[src/ciolr_pkg.sv]
/*
 Constants, types and register map of the charger input and reverse-boost
 limit register bank. Assumes a 10 MHz clock and a word-oriented serial host.
*/
package ciolr_pkg;
   // ----------------------------------------
   // Register command codes
   // ----------------------------------------
   localparam logic [7:0] CIOLR_OFF_EFF_LIM = 8'h22;
   localparam logic [7:0] CIOLR_OFF_OTG_V = 8'h3B;
   localparam logic [7:0] CIOLR_OFF_OTG_I = 8'h3C;
   localparam logic [7:0] CIOLR_OFF_VFLOOR = 8'h3D;
   localparam logic [7:0] CIOLR_OFF_HOST_LIM = 8'h3F;
   // ----------------------------------------
   // Field positions and reset values
   // ----------------------------------------
   localparam int CIOLR_LIM_LSB = 8;
   localparam int CIOLR_VFLOOR_LSB = 6;
   localparam int CIOLR_OTG_V_LSB = 2;
   localparam logic [15:0] CIOLR_HOST_LIM_RST = 16'h4100;
   localparam logic [6:0] CIOLR_HOST_CODE_RST = 7'h41;
   localparam logic [6:0] CIOLR_CODE_MIN = 7'h01;
   localparam logic [11:0] CIOLR_OTG_V_RST = 12'h000;
   localparam logic [6:0] CIOLR_OTG_I_RST = 7'h00;
   localparam logic [7:0] CIOLR_VFLOOR_RST = 8'h00;
   // ----------------------------------------
   // Analog scale, in mA and mV
   // ----------------------------------------
   localparam logic [15:0] CIOLR_LIM_STEP_MA = 16'h0032;
   localparam logic [15:0] CIOLR_VFLOOR_DEF_OFS_MV = 16'h0500;
   localparam logic [15:0] CIOLR_VFLOOR_ZERO_MV = 16'h0C80;
   localparam logic [15:0] CIOLR_EXT_PIN_OFF_MV = 16'h0FA0;
   localparam logic [15:0] CIOLR_OTG_OFS_MV = 16'h0500;
   localparam logic [15:0] CIOLR_OTG_MIN_MV = 16'h0BB8;
   localparam logic [15:0] CIOLR_OTG_MAX_MV = 16'h5050;
   // ----------------------------------------
   // Serial port
   // ----------------------------------------
   localparam logic [6:0] CIOLR_DEV_ADDR = 7'h2A; // Arbitrary value
   localparam logic [3:0] CIOLR_ACK_SLOT = 4'h8;
   typedef enum logic [2:0] {
      CIOLR_S_IDLE = 3'b000,
      CIOLR_S_ADDR = 3'b001,
      CIOLR_S_CMD = 3'b011,
      CIOLR_S_WLO = 3'b010,
      CIOLR_S_WHI = 3'b110,
      CIOLR_S_RLO = 3'b111,
      CIOLR_S_RHI = 3'b101,
      CIOLR_S_DONE = 3'b100
   } ciolr_state_t;
   // ----------------------------------------
   // Carriers
   // ----------------------------------------
   typedef struct packed {
      logic en;
      logic [7:0] cmd;
      logic [15:0] data;
   } ciolr_wr_t;
   typedef struct packed {
      logic [15:0] iin_ma;
      logic [15:0] input_bus_voltage_mv;
      logic [15:0] input_bus_voltage_noload_mv;
      logic [15:0] vsys_mv;
      logic [15:0] vbat_mv;
      logic [15:0] ext_pin_mv;
   } ciolr_meas_t;
endpackage

[src/ciolr_regs.sv]
/*
 Input current limit, input voltage floor and reverse-boost limit registers
 with the power management decisions they drive. Assumes measurements in
 mA and mV synchronous to clk, and a host on the two-wire serial port.
*/
`timescale 1ns/1ps
module ciolr_regs
   import ciolr_pkg::*;
(
   input wire logic clk,
   input wire logic reset,
   input wire logic scl_in,
   input wire logic sda_in,
   output logic sda_out,
   output logic sda_oe,
   input ciolr_meas_t meas,
   input wire logic adapter_removed,
   input wire logic input_current_optimizer_active,
   input wire logic [6:0] input_current_optimizer_code,
   input wire logic external_limit_enable,
   input wire logic reverse_boost_low_range,
   input wire logic charge_current_zero,
   output logic [15:0] input_limit_ma,
   output logic [15:0] input_floor_mv,
   output logic [15:0] reverse_boost_mv,
   output logic [15:0] reverse_boost_ma,
   output logic external_limit_active,
   output logic input_voltage_regulation,
   output logic charge_reduce,
   output logic supplement_mode
);
   ciolr_wr_t wr;
   logic [7:0] rd_cmd;
   logic [15:0] rd_data;
   logic [6:0] host_code_reg, eff_code_reg, otg_i_code_reg;
   logic [7:0] floor_code_reg;
   logic [11:0] otg_v_code_reg;
   logic floor_default_reg;
   logic [15:0] lim_ma_reg, floor_mv_reg, otg_mv_reg, otg_ma_reg;
   logic ext_reg, vreg_reg, reduce_reg, supp_reg;

   // ----------------------------------------
   // Serial port
   // ----------------------------------------
   ciolr_word_port u_port (
      .clk(clk),
      .reset(reset),
      .scl_in(scl_in),
      .sda_in(sda_in),
      .sda_out(sda_out),
      .sda_oe(sda_oe),
      .wr(wr),
      .rd_cmd(rd_cmd),
      .rd_data(rd_data)
   );

   // ----------------------------------------
   // Decode
   // ----------------------------------------
   wire wr_host = wr.en && wr.cmd == CIOLR_OFF_HOST_LIM;
   wire wr_floor = wr.en && wr.cmd == CIOLR_OFF_VFLOOR;
   wire wr_otg_v = wr.en && wr.cmd == CIOLR_OFF_OTG_V;
   wire wr_otg_i = wr.en && wr.cmd == CIOLR_OFF_OTG_I;
   wire [6:0] host_clamped = (host_code_reg == 7'h00) ? CIOLR_CODE_MIN : host_code_reg;
   wire [6:0] eff_next = input_current_optimizer_active ?
      input_current_optimizer_code : host_clamped;
   wire [6:0] eff_nz = (eff_code_reg == 7'h00) ? CIOLR_CODE_MIN : eff_code_reg;
   wire [15:0] lim_ma_next = {9'h000, eff_nz} * CIOLR_LIM_STEP_MA;
   wire [15:0] floor_def = (meas.input_bus_voltage_noload_mv > CIOLR_VFLOOR_DEF_OFS_MV) ?
      meas.input_bus_voltage_noload_mv - CIOLR_VFLOOR_DEF_OFS_MV : 16'h0000;
   wire [15:0] floor_code_mv = {2'b00, floor_code_reg, 6'h00};
   wire [15:0] floor_next = floor_default_reg ? floor_def :
      (floor_code_reg == 8'h00) ? CIOLR_VFLOOR_ZERO_MV : floor_code_mv;
   wire [15:0] otg_raw = {1'b0, otg_v_code_reg, 3'b000} +
      (reverse_boost_low_range ? 16'h0000 : CIOLR_OTG_OFS_MV);
   wire [15:0] otg_next = (otg_raw < CIOLR_OTG_MIN_MV) ? CIOLR_OTG_MIN_MV :
      (otg_raw > CIOLR_OTG_MAX_MV) ? CIOLR_OTG_MAX_MV : otg_raw;
   wire [15:0] otg_ma_next = {9'h000, otg_i_code_reg} * CIOLR_LIM_STEP_MA;
   wire ext_next = external_limit_enable && meas.ext_pin_mv <= CIOLR_EXT_PIN_OFF_MV;
   wire vreg_next = meas.input_bus_voltage_mv < floor_mv_reg;
   wire reduce_next = meas.iin_ma > lim_ma_reg || vreg_next;
   wire supp_next = reduce_next && charge_current_zero && meas.vsys_mv < meas.vbat_mv;

   // ----------------------------------------
   // Read mux, reserved bits read zero
   // ----------------------------------------
   always_comb begin
      case (rd_cmd)
         CIOLR_OFF_HOST_LIM: rd_data = {1'b0, host_code_reg, 8'h00};
         CIOLR_OFF_EFF_LIM: rd_data = {1'b0, eff_code_reg, 8'h00};
         CIOLR_OFF_VFLOOR: rd_data = {2'b00, floor_code_reg, 6'h00};
         CIOLR_OFF_OTG_V: rd_data = {2'b00, otg_v_code_reg, 2'b00};
         CIOLR_OFF_OTG_I: rd_data = {1'b0, otg_i_code_reg, 8'h00};
         default: rd_data = 16'h0000;
      endcase
   end

   // ----------------------------------------
   // Registers
   // ----------------------------------------
   always_ff @(posedge clk) begin
      if (reset) begin
         host_code_reg <= CIOLR_HOST_CODE_RST;
         eff_code_reg <= CIOLR_HOST_LIM_RST[14:8];
         floor_code_reg <= CIOLR_VFLOOR_RST;
         floor_default_reg <= 1'b1;
         otg_v_code_reg <= CIOLR_OTG_V_RST;
         otg_i_code_reg <= CIOLR_OTG_I_RST;
      end else begin
         if (adapter_removed) host_code_reg <= CIOLR_HOST_CODE_RST;
         else if (wr_host) host_code_reg <= wr.data[14:8];
         eff_code_reg <= eff_next;
         if (wr_floor) begin
            floor_code_reg <= wr.data[13:6];
            floor_default_reg <= 1'b0;
         end
         if (wr_otg_v) otg_v_code_reg <= wr.data[13:2];
         if (wr_otg_i) otg_i_code_reg <= wr.data[14:8];
      end
   end

   always_ff @(posedge clk) begin
      if (reset) begin
         lim_ma_reg <= 16'h0000;
         floor_mv_reg <= 16'h0000;
         otg_mv_reg <= CIOLR_OTG_MIN_MV;
         otg_ma_reg <= 16'h0000;
         ext_reg <= 1'b0;
         vreg_reg <= 1'b0;
         reduce_reg <= 1'b0;
         supp_reg <= 1'b0;
      end else begin
         lim_ma_reg <= lim_ma_next;
         floor_mv_reg <= floor_next;
         otg_mv_reg <= otg_next;
         otg_ma_reg <= otg_ma_next;
         ext_reg <= ext_next;
         vreg_reg <= vreg_next;
         reduce_reg <= reduce_next;
         supp_reg <= supp_next;
      end
   end

   assign input_limit_ma = lim_ma_reg;
   assign input_floor_mv = floor_mv_reg;
   assign reverse_boost_mv = otg_mv_reg;
   assign reverse_boost_ma = otg_ma_reg;
   assign external_limit_active = ext_reg;
   assign input_voltage_regulation = vreg_reg;
   assign charge_reduce = reduce_reg;
   assign supplement_mode = supp_reg;

   // Helpers for checks and covers
   wire [15:0] rd_data_host = {1'b0, host_code_reg, 8'h00};
   logic [6:0] wr_hold_reg;
   always_ff @(posedge clk) begin
      wr_hold_reg <= wr.data[14:8];
   end
endmodule

[src/ciolr_word_port.sv]
/*
 Serial word slave: write word and read word by command code.
 Assumes scl and sda samples synchronous to clk and slow against it.
*/
`timescale 1ns/1ps
module ciolr_word_port
   import ciolr_pkg::*;
(
   input wire logic clk,
   input wire logic reset,
   input wire logic scl_in,
   input wire logic sda_in,
   output logic sda_out,
   output logic sda_oe,
   output ciolr_wr_t wr,
   output logic [7:0] rd_cmd,
   input wire logic [15:0] rd_data
);
   ciolr_state_t st_reg;
   logic [3:0] bitc_reg;
   logic [7:0] rx_reg, tx_reg, cmd_reg, lo_reg;
   logic scl_q_reg, sda_q_reg, oe_reg, rw_reg, mack_reg;
   ciolr_wr_t wr_reg;

   // ----------------------------------------
   // Line events
   // ----------------------------------------
   wire scl_rise = scl_in && !scl_q_reg;
   wire scl_fall = !scl_in && scl_q_reg;
   wire start_ev = scl_in && scl_q_reg && sda_q_reg && !sda_in;
   wire stop_ev = scl_in && scl_q_reg && !sda_q_reg && sda_in;
   wire ack_end = scl_fall && bitc_reg == CIOLR_ACK_SLOT;
   wire byte_end = scl_fall && bitc_reg == 4'h7;
   wire tx_state = st_reg == CIOLR_S_RLO || st_reg == CIOLR_S_RHI;
   wire addr_hit = rx_reg[7:1] == CIOLR_DEV_ADDR;
   wire ack_now = (st_reg == CIOLR_S_ADDR) ? addr_hit :
      (st_reg == CIOLR_S_CMD || st_reg == CIOLR_S_WLO || st_reg == CIOLR_S_WHI);

   // ----------------------------------------
   // Next state at end of acknowledge slot
   // ----------------------------------------
   ciolr_state_t st_next;
   always_comb begin
      case (st_reg)
         CIOLR_S_ADDR: st_next = !addr_hit ? CIOLR_S_IDLE :
            (rw_reg ? CIOLR_S_RLO : CIOLR_S_CMD);
         CIOLR_S_CMD: st_next = CIOLR_S_WLO;
         CIOLR_S_WLO: st_next = CIOLR_S_WHI;
         CIOLR_S_RLO: st_next = mack_reg ? CIOLR_S_RHI : CIOLR_S_DONE;
         CIOLR_S_WHI, CIOLR_S_RHI: st_next = CIOLR_S_DONE;
         default: st_next = st_reg;
      endcase
   end
   wire [7:0] tx_load = (st_next == CIOLR_S_RLO) ? rd_data[7:0] : rd_data[15:8];

   always_ff @(posedge clk) begin
      if (reset) begin
         st_reg <= CIOLR_S_IDLE;
         bitc_reg <= 4'h0;
         rx_reg <= 8'h00;
         tx_reg <= 8'h00;
         cmd_reg <= 8'h00;
         lo_reg <= 8'h00;
         scl_q_reg <= 1'b1;
         sda_q_reg <= 1'b1;
         oe_reg <= 1'b0;
         rw_reg <= 1'b0;
         mack_reg <= 1'b0;
         wr_reg <= '0;
      end else begin
         scl_q_reg <= scl_in;
         sda_q_reg <= sda_in;
         wr_reg.en <= 1'b0;
         if (start_ev) begin
            st_reg <= CIOLR_S_ADDR;
            bitc_reg <= 4'hF; // Start's own scl fall wraps to zero
            oe_reg <= 1'b0;
         end else if (stop_ev) begin
            st_reg <= CIOLR_S_IDLE;
            oe_reg <= 1'b0;
         end else if (st_reg != CIOLR_S_IDLE) begin
            if (scl_rise && bitc_reg == CIOLR_ACK_SLOT) begin
               mack_reg <= !sda_in;
            end else if (scl_rise) begin
               rx_reg <= {rx_reg[6:0], sda_in};
            end
            if (byte_end) begin
               bitc_reg <= CIOLR_ACK_SLOT;
               oe_reg <= !tx_state && ack_now;
               rw_reg <= rx_reg[0];
               if (st_reg == CIOLR_S_CMD) cmd_reg <= rx_reg;
               if (st_reg == CIOLR_S_WLO) lo_reg <= rx_reg;
               if (st_reg == CIOLR_S_WHI) begin
                  wr_reg <= '{en: 1'b1, cmd: cmd_reg, data: {rx_reg, lo_reg}};
               end
            end else if (ack_end) begin
               bitc_reg <= 4'h0;
               st_reg <= st_next;
               tx_reg <= tx_load;
               oe_reg <= (st_next == CIOLR_S_RLO || st_next == CIOLR_S_RHI) && !tx_load[7];
            end else if (scl_fall) begin
               bitc_reg <= bitc_reg + 4'h1;
               tx_reg <= {tx_reg[6:0], 1'b0};
               oe_reg <= tx_state && !tx_reg[6];
            end
         end
      end
   end

   assign sda_out = 1'b0;
   assign sda_oe = oe_reg;
   assign wr = wr_reg;
   assign rd_cmd = cmd_reg;
endmodule

[config.mk]
export PLATFORM = sky130hd
export DESIGN_NAME = ciolr_regs
export DESIGN_NICKNAME = d
export VERILOG_FILES = /design/src/ciolr_pkg.sv /design/src/ciolr_regs.sv /design/src/ciolr_word_port.sv
export SDC_FILE = /design/constraint.sdc
export NUM_CORES = 1
export LEC_CHECK = 0
export BUFFER_PORTS_ARGS = -buffer_cell sky130_fd_sc_hd__buf_2
export CAP_MARGIN = 10
export CORE_ASPECT_RATIO = 2
export CORE_UTILIZATION = 50
export DETAILED_ROUTE_END_ITERATION = 7
export HOLD_SLACK_MARGIN = 0.05
export PLACE_DENSITY = 0.76
export RECOVER_POWER = 25
export SYNTH_ARGS = -nofsm -noshare
export SYNTH_HDL_FRONTEND = slang
export SYNTH_SLANG_ARGS = --single-unit
[constraint.sdc]
create_clock -name clk -period 3.2 [get_ports clk]
set_clock_uncertainty 0.1 [all_clocks]
set_input_delay 0.64 -clock clk [delete_from_list [all_inputs] [get_ports clk]]
set_output_delay 0.64 -clock clk [all_outputs]
set_load 0.05 [all_outputs]
==> flow_summary.toml, run 1 <==
[layout]
layout-area-overhead-vs-synth_pct = 19.23
area_taken_by_multi_input_logic_gates_sq_um = 5206
largest_register_ff_count = 22
post_route_cells_drive_above_1_share_pct = 21.60
nets = 1375
filler_cell_count = 1490
register_area_sq_um = 3243

[clock_tree]
clk_latency_ps = 440
root_buffer_master = "sky130_fd_sc_hd__clkbuf_16"
cts_inserted_buffers = 17
clk_pin_slew_worst_paths_ps = 60
clock_path_buffers = 2
tritoncts = "done"
cts_htree_levels = 4
cts.sink_count = 162
ctsHoldBuffers = 0

[setup_path]
critical_path_arrival_ps = 3230
critical-path-top-cell-by-count = "sky130_fd_sc_hd__ha_1"
crit_path_cell_trace = "ha_1 > ha_1 > inv_1 > fa_1 > inv_1 > ha_1 > a21oi_1 > o21ai_0 > o41ai_1 > xor2_1 > nor2_1"
required_ps = 3410
cp-start-kind = "flop"
critical-path-top-delay-family = "adder cells"
timing.critical_path.fanout_max = 5
critPathKind = "flop to flop"
reg2regPathDepth = 11
worst_r2r_startpoint = "otg_i_code_reg[2]"
reg2reg_to = "reverse_boost_ma[12]"
cp_slowest_stage_delay_ps = 490
worstPathBufferInverterCount = 2
setup.worst_path.end_class = "flop"
setup.reg_to_reg.worst_slack_ps = 180
critPathSlowestCell = "sky130_fd_sc_hd__fa_1"
cp.depth = 11

[synthesis]
synthesis.area_per_instance_sq_um = 8.894
synth_edf_count = 0
synth.lib_cells_used.distinct = 79
synth_sequential_area_ratio_pct = 36.54
synth_xor_area_share_pct = 2.650
synthTopCellsByCount = "sky130_fd_sc_hd__dfxtp_1 (162), sky130_fd_sc_hd__nor2_1 (114), sky130_fd_sc_hd__ha_1 (96)"
netlist.area_leader.share_pct = 36.54
synth_mux_area_share_pct = 7.739
yosys_warnings = 0
synthFlopType = "sky130_fd_sc_hd__dfxtp_1"
simple_logic_cell_fraction_of_the_synthesized_area_pct = 19.58
post_synthesis_compound_gate_area_fraction_pct = 13.03
synth.largest_area_cell = "sky130_fd_sc_hd__dfxtp_1"
yosys_register_bits = 162
yosys.cell_count.top_type = "sky130_fd_sc_hd__dfxtp_1"
async_reset_ff_share_pct = 0
post_synth_inst_count = 998
leading_post_synthesis_cells_by_cell_area = "sky130_fd_sc_hd__dfxtp_1 (37%), sky130_fd_sc_hd__ha_1 (14%), sky130_fd_sc_hd__mux2i_1 (7.1%), sky130_fd_sc_hd__nor2_1 (4.8%), sky130_fd_sc_hd__nand2_1 (3.9%)"
synth-adder-area-share_pct = 14.43
synthesis.area_sq_um = 8876
dominant_combinational_cell_family_by_area_after_synthesis = "simple AND/OR/NAND/NOR gates"

[detailed_routing]
met3RoutedLength_um = 1563
routedLengthMet1_um = 7923
routed_wire_length_per_instance_um = 17.65
num_vias = 7770
detail_route.vias_per_cell = 5.602
top_layer_used = "met4"
detail-route-antenna-nets = 0
detailedRoute.firstPassIterationCount = 5
dr.first_iter.drc_count = 350
routed_wl_um = 24480
drc = 0
met2RoutedLength_um = 13250

[timing]
period_share_pct = 94.36
worst_slew_margin_rel_pct = 34.34
setup_tns_ps = 0
rsz_0062_raised_after_global_routing = "yes"
maxClockFrequency_ghz = 0.3312
worstMarginPinSlew_ps = 976.8
hold_viol_final = 0
timing.final.setup_violations = 0
finalMaxSlewViolations = 0
final_period_minus_worst_setup_slack_ps = 3019

[grt]
grt_pass1_vias = 7834
grt_usage_pct = 27.54
global_route_wire_length_before_repair_um = 37740
grt_max_degree = 78
antenna_violations_before_repair = 1
grt_remaining_overflow = 0

[worst_hold_path]
worst_hold_path.endpoint = "input_floor_mv[7]"
holdPathStages = 3
timing.hold.worst.class = "input port to flop"
hp-start = "meas[55]"

[placement]
port-buffer-count = 169
dpl.hpwl_um = 18780
finalWeightedCongestion = 0.9353

[floorplanning]
chipWidth_um = 96.21
die_height_um = 190.4
coreArea_sq_um = 17270
rows = 68
num_io_pins = 182
initial_utilization_pct = 51.39
fp.dieArea_sq_um = 18320

[outcome]
run_status = "finished, final reports clean"

[power]
power_density_over_the_cells_nw_per_um2 = 457.2
p_total_w = 0.004839
max-vdd-ir-drop_mv = 0.3671
cellLeakagePower_nw = 4.791

[job]
cap_viol_max_count = 0
per-layer routing:
| metal | GRT usage (%) | vias to the layer above |
|---|---|---|
| met5 | 0 | - |
| met1 | 23.55 | 3614 |
| met3 | 7.337 | 85 |
| li1 | - | 3779 |
| met4 | 21.53 | 0 |
| met2 | 51.09 | 292 |
layout by cell type (no fill, tap or decap), types with 5 or more instances in the layout:
| master | netlist | routed |
|---|---|---|
| sky130_fd_sc_hd__a21oi_1 | 57 | 54 |
| sky130_fd_sc_hd__buf_4 | 13 | 14 |
| sky130_fd_sc_hd__clkbuf_16 | 0 | 17 |
| sky130_fd_sc_hd__ha_1 | 96 | 94 |
| sky130_fd_sc_hd__nor3b_1 | 5 | 5 |
| sky130_fd_sc_hd__a221oi_1 | 5 | 5 |
| sky130_fd_sc_hd__nand2b_1 | 7 | 7 |
| sky130_fd_sc_hd__o21bai_1 | 5 | 5 |
| sky130_fd_sc_hd__nand4b_1 | 5 | 5 |
| sky130_fd_sc_hd__o21ai_0 | 34 | 33 |
| sky130_fd_sc_hd__xnor2_1 | 13 | 13 |
| sky130_fd_sc_hd__nor2b_1 | 17 | 17 |
| sky130_fd_sc_hd__dfxtp_1 | 162 | 162 |
| sky130_fd_sc_hd__nor2_1 | 114 | 114 |
| sky130_fd_sc_hd__or4_1 | 5 | 5 |
| sky130_fd_sc_hd__nand2_1 | 93 | 93 |
| sky130_fd_sc_hd__or3_1 | 5 | 5 |
| sky130_fd_sc_hd__nand3_1 | 11 | 11 |
| sky130_fd_sc_hd__a211oi_1 | 15 | 15 |
| sky130_fd_sc_hd__inv_1 | 75 | 75 |
| sky130_fd_sc_hd__inv_6 | 0 | 5 |
| sky130_fd_sc_hd__mux2_2 | 5 | 5 |
| sky130_fd_sc_hd__conb_1 | 1 | 13 |
| sky130_fd_sc_hd__mux2i_1 | 63 | 63 |
| sky130_fd_sc_hd__xor2_1 | 12 | 12 |
| sky130_fd_sc_hd__and2_1 | 14 | 14 |
| sky130_fd_sc_hd__buf_2 | 8 | 168 |
| sky130_fd_sc_hd__nand4_1 | 12 | 12 |
| sky130_fd_sc_hd__nor3_1 | 19 | 18 |
| sky130_fd_sc_hd__a21o_1 | 13 | 13 |
through the flow:
step	setup WS [ps]	util [%]	instance area [sq um]	cells	hold WS [ps]
floorplan	130.7	-	8921	1010	325.7
global placement	93.38	57.30	9897	1353	340.3
detailed placement	11.96	57.30	9897	1353	351.4
CTS	7.186	60.90	10520	1385	293.3
global route	-53.35	61.27	10580	1387	316.0
finish	180.6	61.27	10580	1387	298.0
power breakdown:
| part | total, W | leakage (nW) | switching (W) | internal (W) |
|---|---|---|---|---|
| logic | 0.000604 | 3.17 | 0.000385 | 0.000219 |
| clock network | 0.00215 | 0.303 | 0.000894 | 0.00125 |
| registers | 0.00209 | 1.32 | 0.0000294 | 0.00206 |
| total | 0.00484 | 4.79 | 0.00131 | 0.00353 |
worst min-delay path, stage by stage:
cell and delay [ps]:
sky130_fd_sc_hd__buf_2 80, sky130_fd_sc_hd__nand2_1 40, sky130_fd_sc_hd__nand2_1 40
final cells by class:
type                       count  area share (%)
multi-input combinational    724           49.20
sequential                   162           30.65
timing repair buffer         183           9.127
clock buffer                  17           4.020
inverter                      75           2.660
tap                          210           2.483
clock inverter                15           1.844
antenna                        1         0.02365
logic make-up after synthesis:
group | count (synthesis)
compound gates | 172
other cells | 1
fa+ha+maj | 100
xor+xnor | 26
flops | 162
mux | 68
buf+inv | 124
simple gates | 345
repair_timing:
action	CTS	global route
resized for setup	0	9
buffers inserted	0	1
setup endpoints to repair	0	4
worst max path at each step:
| stage | start | end | slack (ps) |
|---|---|---|---|
| floorplan | eff_code_reg[4] | input_limit_ma[12] | 130 |
| global placement | eff_code_reg[4] | input_limit_ma[12] | 90 |
| detailed placement | eff_code_reg[5] | input_limit_ma[12] | 10 |
| CTS | eff_code_reg[5] | input_limit_ma[12] | 7 |
| global route | eff_code_reg[4] | input_limit_ma[11] | -50 |
| finish | otg_i_code_reg[2] | reverse_boost_ma[12] | 180 |
(Power assumes the default switching activity.)
==> run 2, diff against run 1 <==
BUFFER_PORTS_ARGS = default   (was -buffer_cell sky130_fd_sc_hd__buf_2)
CORE_UTILIZATION = 58   (was 50)
DONT_BUFFER_PORTS = 1   (was default)
PLACE_DENSITY = 0.75   (was 0.76)
==> run 2 against run 1 <==
Clock power fell by 8%. Via count fell by 7.8%. Setup slack got worse by 74 ps. Largest cell class unchanged. Largest power group is now registers.
==> flow_summary.toml, run 2 (synthesized netlist as in run 1, its figures left out) <==
[floorplanning]
fp.dieArea_sq_um = 15830
num_io_pins = 182
die_height_um = 177.0
initial_utilization_pct = 59.58
chipWidth_um = 89.48
rows = 63
coreArea_sq_um = 14900

[grt]
global_route_wire_length_before_repair_um = 34800
grt_usage_pct = 29.81
grt_max_degree = 117
grt_remaining_overflow = 0
antenna_violations_before_repair = 5
grt_pass1_vias = 7053

[layout]
register_area_sq_um = 3243
filler_cell_count = 1278
final_cell_mix = "sky130_fd_sc_hd__dfxtp_1 (162), sky130_fd_sc_hd__nor2_1 (114), sky130_fd_sc_hd__ha_1 (95)"
most_common_library_cell_in_the_layout_ignoring_fill_and_taps = "sky130_fd_sc_hd__dfxtp_1"
nets = 1211
largest_register_ff_count = 22
area_taken_by_multi_input_logic_gates_sq_um = 5179
post_route_cells_drive_above_1_share_pct = 7.708
layout-area-overhead-vs-synth_pct = 8.726

[clock_tree]
clk_latency_ps = 440
ctsHoldBuffers = 0
cts_htree_levels = 4
tritoncts = "done"
root_buffer_master = "sky130_fd_sc_hd__clkbuf_16"
clk_pin_slew_worst_paths_ps = 80
clock_path_buffers = 2
post_cts_resized = 0
cts.sink_count = 162
setup_repair_bufs_after_cts = 0
cts_inserted_buffers = 17

[setup_path]
setup.worst_path.end_class = "flop"
worst_setup_path_endpoint = "input_limit_ma[12]"
critical_path_arrival_ps = 3310
reg2regPathDepth = 14
timing.critical_path.fanout_max = 2
required_ps = 3420
critPathKind = "flop to flop"
critical_path.startpoint = "eff_code_reg[4]"
reg2reg_to = "input_limit_ma[12]"
setup.reg_to_reg.worst_slack_ps = 110
cp-start-kind = "flop"
worst_r2r_startpoint = "eff_code_reg[4]"

[detailed_routing]
dr.first_iter.drc_count = 404
detail-route-antenna-nets = 0
num_vias = 7165
detailedRoute.firstPassIterationCount = 5
routed_wire_length_per_instance_um = 18.70
drc = 0
routed_wl_um = 22660
detail_route.vias_per_cell = 5.912

[timing]
finalMaxSlewViolations = 0
period_share_pct = 96.67
maxClockFrequency_ghz = 0.3233
worst_slew_margin_rel_pct = 29.95
final_period_minus_worst_setup_slack_ps = 3093
hold_viol_final = 0
timing.final.ws_setup_ps = 106.6
worstMarginPinSlew_ps = 1051
timing.final.setup_violations = 0
rsz_0062_raised_after_global_routing = "yes"
hold_slack_ps = 203.2

[power]
power_density_over_the_cells_nw_per_um2 = 468.5
seq_power_share_pct = 48.4
pwr-share-comb_pct = 7.9
cellInternalPower_w = 0.003264
clock_power_share_pct = 43.7
cellLeakagePower_nw = 4.050
p_total_w = 0.004521
power_switching_share_pct = 27.80
netSwitchingPower_w = 0.001257
max-vdd-ir-drop_mv = 0.3512

[outcome]
run_status = "finished, final reports clean"

[worst_hold_path]
timing.hold.worst.class = "input port to flop"

[placement]
port-buffer-count = 0
dp_slack_ps = 46.79
finalWeightedCongestion = 0.9828
dpl.hpwl_um = 17430

[job]
cap_viol_max_count = 0
[run 2: cell count changes in the layout (fill, tap and decap cells not counted), sizes merged]
| cell | before | now |
|---|---|---|
| buf | 183 | 11 |
| clkbuf | 17 | 26 |
| diode | 1 | 5 |
| inv | 82 | 86 |
| bufinv | 3 | 0 |
| clkinv | 4 | 3 |
| clkinvlp | 1 | 0 |
[run 2: layer usage]
layer  track usage (%)  routed length [um]  vias up
met5                 0                   0        -
met4             25.26                1689        0
met3             9.235                1339       79
met2             53.85               12260      258
met1             25.07                7379     3361
li1                  -                   -     3467
[run 2: power groups by stage]
stage | Sequential, W | Clock (W) | Combinational, W
finish | 0.00219 | 0.00198 | 0.000359
global route | 0.00219 | 0.00209 | 0.000413
CTS | 0.00219 | 0.00201 | 0.000357
detailed placement | 0.00223 | 0 | 0.000354
global placement | 0.00223 | 0 | 0.000343
floorplan | 0.00224 | 0 | 0.000298
[run 2: worst min-delay path by stage]
stage | start | endpoint | slack [ps] | cells past startpoint
3_5_place_dp | u_port.wr[22] | u_port.wr[22] | 340 | 2
3_3_place_gp | u_port.wr[3] | u_port.wr[3] | 340 | 2
5_1_grt | reset | otg_v_code_reg[9] | 190 | 1
6_report | scl_in | u_port.scl_q_reg | 200 | 1
4_1_cts | reset | u_port.wr[6] | 180 | 1
2_1_floorplan | u_port.tx_reg[0] | u_port.tx_reg[0] | 330 | 2
[run 2: area by class of cell]
type,instances,share of cell area (%)
multi-input cells,724,53.66
flip-flops and latches,162,33.61
clock buffers,18,4.551
inverters,75,2.917
well taps,195,2.528
clock inverters,14,1.439
repair buffers,19,1.167
diodes,5,0.1297
[run 2: metrics by stage]
| step | instance area [sq um] | std cells | TNS [ps] | util (%) |
|---|---|---|---|---|
| 2_1_floorplan | 8921 | 1010 | 0 | - |
| 3_3_place_gp | 9062 | 1175 | 0 | 60.83 |
| 3_5_place_dp | 9062 | 1175 | 0 | 60.83 |
| 4_1_cts | 9641 | 1207 | 0 | 64.71 |
| 5_1_grt | 9651 | 1212 | -88.84 | 64.78 |
| 6_report | 9651 | 1212 | 0 | 64.78 |
[run 2: worst max-delay path, cell delays in order, from the launching register on]
cell and delay, ps:
sky130_fd_sc_hd__dfxtp_1 340, sky130_fd_sc_hd__inv_1 60, sky130_fd_sc_hd__ha_1 210, sky130_fd_sc_hd__nand4_1 120, sky130_fd_sc_hd__nand2_1 80, sky130_fd_sc_hd__mux2i_1 160, sky130_fd_sc_hd__ha_1 270, sky130_fd_sc_hd__ha_1 330
sky130_fd_sc_hd__ha_1 310, sky130_fd_sc_hd__a21o_1 190, sky130_fd_sc_hd__a21oi_2 160, sky130_fd_sc_hd__o21ai_0 170, sky130_fd_sc_hd__o41ai_2 270, sky130_fd_sc_hd__xnor2_1 160, sky130_fd_sc_hd__nor2_1 50
==> run 3, diff against run 2 <==
CORE_UTILIZATION = 45   (was 58)
PLACE_DENSITY = 0.61   (was 0.75)
==> run 3 against run 2 <==
Utilization is 14 points lower. Largest cell class unchanged. Global-route usage fell by 6.8 points. Setup slack better by 80 ps. Largest power group unchanged. Count of clock-buffer cells in the layout rose by 1. Critical endpoint is now reverse_boost_ma[12]. Hold slack lost 1.0 ps.
==> flow_summary.toml, run 3 (synthesized netlist as in run 1, its figures left out) <==
[floorplanning]
die_height_um = 200.6
initial_utilization_pct = 45.83
coreArea_sq_um = 19370
rows = 72
fp.dieArea_sq_um = 20320
chipWidth_um = 101.3
num_io_pins = 182

[placement]
finalWeightedCongestion = 0.8950
dpl.hpwl_um = 18010
placed_cells = 1243
placement.cell_area_sq_um = 9173
port-buffer-count = 0

[power]
power_density_over_the_cells_nw_per_um2 = 464.1
max-vdd-ir-drop_mv = 0.3188
cellLeakagePower_nw = 4.052

[setup_path]
critPathKind = "flop to flop"
critical_path_arrival_ps = 3240
worst_r2r_startpoint = "otg_i_code_reg[2]"
timing.critical_path.fanout_max = 5
required_ps = 3430
reg2regPathDepth = 11
setup.worst_path.end_class = "flop"
cp-start-kind = "flop"
critical_path.startpoint = "otg_i_code_reg[2]"

[layout]
antenna_cells_inserted = 0
most_common_library_cell_in_the_layout_ignoring_fill_and_taps = "sky130_fd_sc_hd__dfxtp_1"
nets = 1217
final_cell_mix = "sky130_fd_sc_hd__dfxtp_1 (161), sky130_fd_sc_hd__nor2_1 (115), sky130_fd_sc_hd__nand2_1 (94), sky130_fd_sc_hd__ha_1 (94), sky130_fd_sc_hd__inv_1 (75)"
final_cell_area_sq_um = 9757
post_layout_nonfiller_instances = 1277
layout-area-overhead-vs-synth_pct = 9.924
largest_register_ff_count = 22
final_core_utilization_pct = 50.37
post_route_cells_drive_above_1_share_pct = 7.957

[worst_hold_path]
holdPathStages = 1
hp-start = "scl_in"
timing.hold.worst.class = "input port to flop"

[grt]
grt_pass1_vias = 7102
antenna_violations_before_repair = 0
grt_remaining_overflow = 0
global_route_wire_length_before_repair_um = 34940
grt_max_degree = 117
grt_usage_pct = 23.03

[clock_tree]
tritoncts = "done"
clk_latency_ps = 440
cts_inserted_buffers = 17
ctsHoldBuffers = 0
cts_htree_levels = 4
clock_path_buffers = 2
root_buffer_master = "sky130_fd_sc_hd__clkbuf_16"
cts.sink_count = 162
clk_pin_slew_worst_paths_ps = 70

[outcome]
run_status = "finished, final reports clean"

[detailed_routing]
routed_wire_length_per_instance_um = 17.85
num_vias = 7087
detail_route.vias_per_cell = 5.550
detail-route-antenna-nets = 0
dr.first_iter.drc_count = 334
drc = 0
routed_wl_um = 22790
detailedRoute.firstPassIterationCount = 5

[timing]
maxClockFrequency_ghz = 0.3319
setup_tns_ps = 0
hold_viol_final = 0
final_period_minus_worst_setup_slack_ps = 3013
period_share_pct = 94.16
worst_slew_margin_rel_pct = 32.92
finalMaxSlewViolations = 0
hold_slack_ps = 202.1
rsz_0062_raised_after_global_routing = "no"
timing.final.setup_violations = 0
worstMarginPinSlew_ps = 1006

[job]
cap_viol_max_count = 0
-- run 3: cell count changes in the layout (fill, tap and decap cells not counted), moves of 2 or more --
cell	change
sky130_fd_sc_hd__diode_2	-5
sky130_fd_sc_hd__inv_8	-5
sky130_fd_sc_hd__clkbuf_1	+4
sky130_fd_sc_hd__clkinvlp_4	+3
sky130_fd_sc_hd__buf_4	+2
-- run 3: worst paths after layout --
| check | end | slack, ps |
|---|---|---|
| setup / recovery | reverse_boost_ma[12] | 190 |
| hold / removal | u_port.scl_q_reg | 200 |
| setup reg to reg | reverse_boost_ma[12] | 190 |
| hold reg to reg | u_port.wr[3] | 350 |
-- run 3: layout make-up --
| class | count | area [sq um] |
|---|---|---|
| inverter | 75 | 281.5 |
| clock inverter | 13 | 123.9 |
| sequential | 162 | 3244 |
| timing repair buffer | 25 | 142.6 |
| multi-input combinational | 724 | 5187 |
| fill | 1924 | 9612 |
| tap | 259 | 324.1 |
| clock buffer | 19 | 452.9 |
-- run 3: timing repair --
action	CTS	global route
setup buffers	0	2
setup endpoints to repair	0	3
gates resized for setup	0	9
-- run 3: routing by layer --
metal / up-vias / routed length [um] / global-route usage (%)
li1: 3475 / - / -
met5: - / 0 / 0
met4: 0 / 1447 / 14.86
met1: 3297 / 7404 / 19.04
met2: 243 / 12860 / 46.06
met3: 72 / 1078 / 4.979
-- run 3: power by group --
group	switching (W)	internal (W)
sequential	0.000114	0.00206
combinational	0.000228	0.000150
clock	0.000855	0.00112
-- run 3: metrics by stage --
step / setup slack [ps] / total power [W]
after floorplan: 130.7 / 0.002536
after global placement: 106.2 / 0.002584
after detailed placement: 45.54 / 0.002592
after CTS: 31.50 / 0.004575
after global routing: 1.074 / 0.004712
final: 186.8 / 0.004528
-- run 3: critical path, stage by stage (launching register included) --
cell                      delay (ps)
sky130_fd_sc_hd__dfxtp_1         410
sky130_fd_sc_hd__ha_1            270
sky130_fd_sc_hd__ha_1            280
sky130_fd_sc_hd__inv_1            50
sky130_fd_sc_hd__fa_1            500
sky130_fd_sc_hd__inv_1            40
sky130_fd_sc_hd__ha_1            330
sky130_fd_sc_hd__a21oi_1         210
sky130_fd_sc_hd__o21ai_0         160
sky130_fd_sc_hd__o41ai_1         340
sky130_fd_sc_hd__xor2_1          170
sky130_fd_sc_hd__nor2_1           50
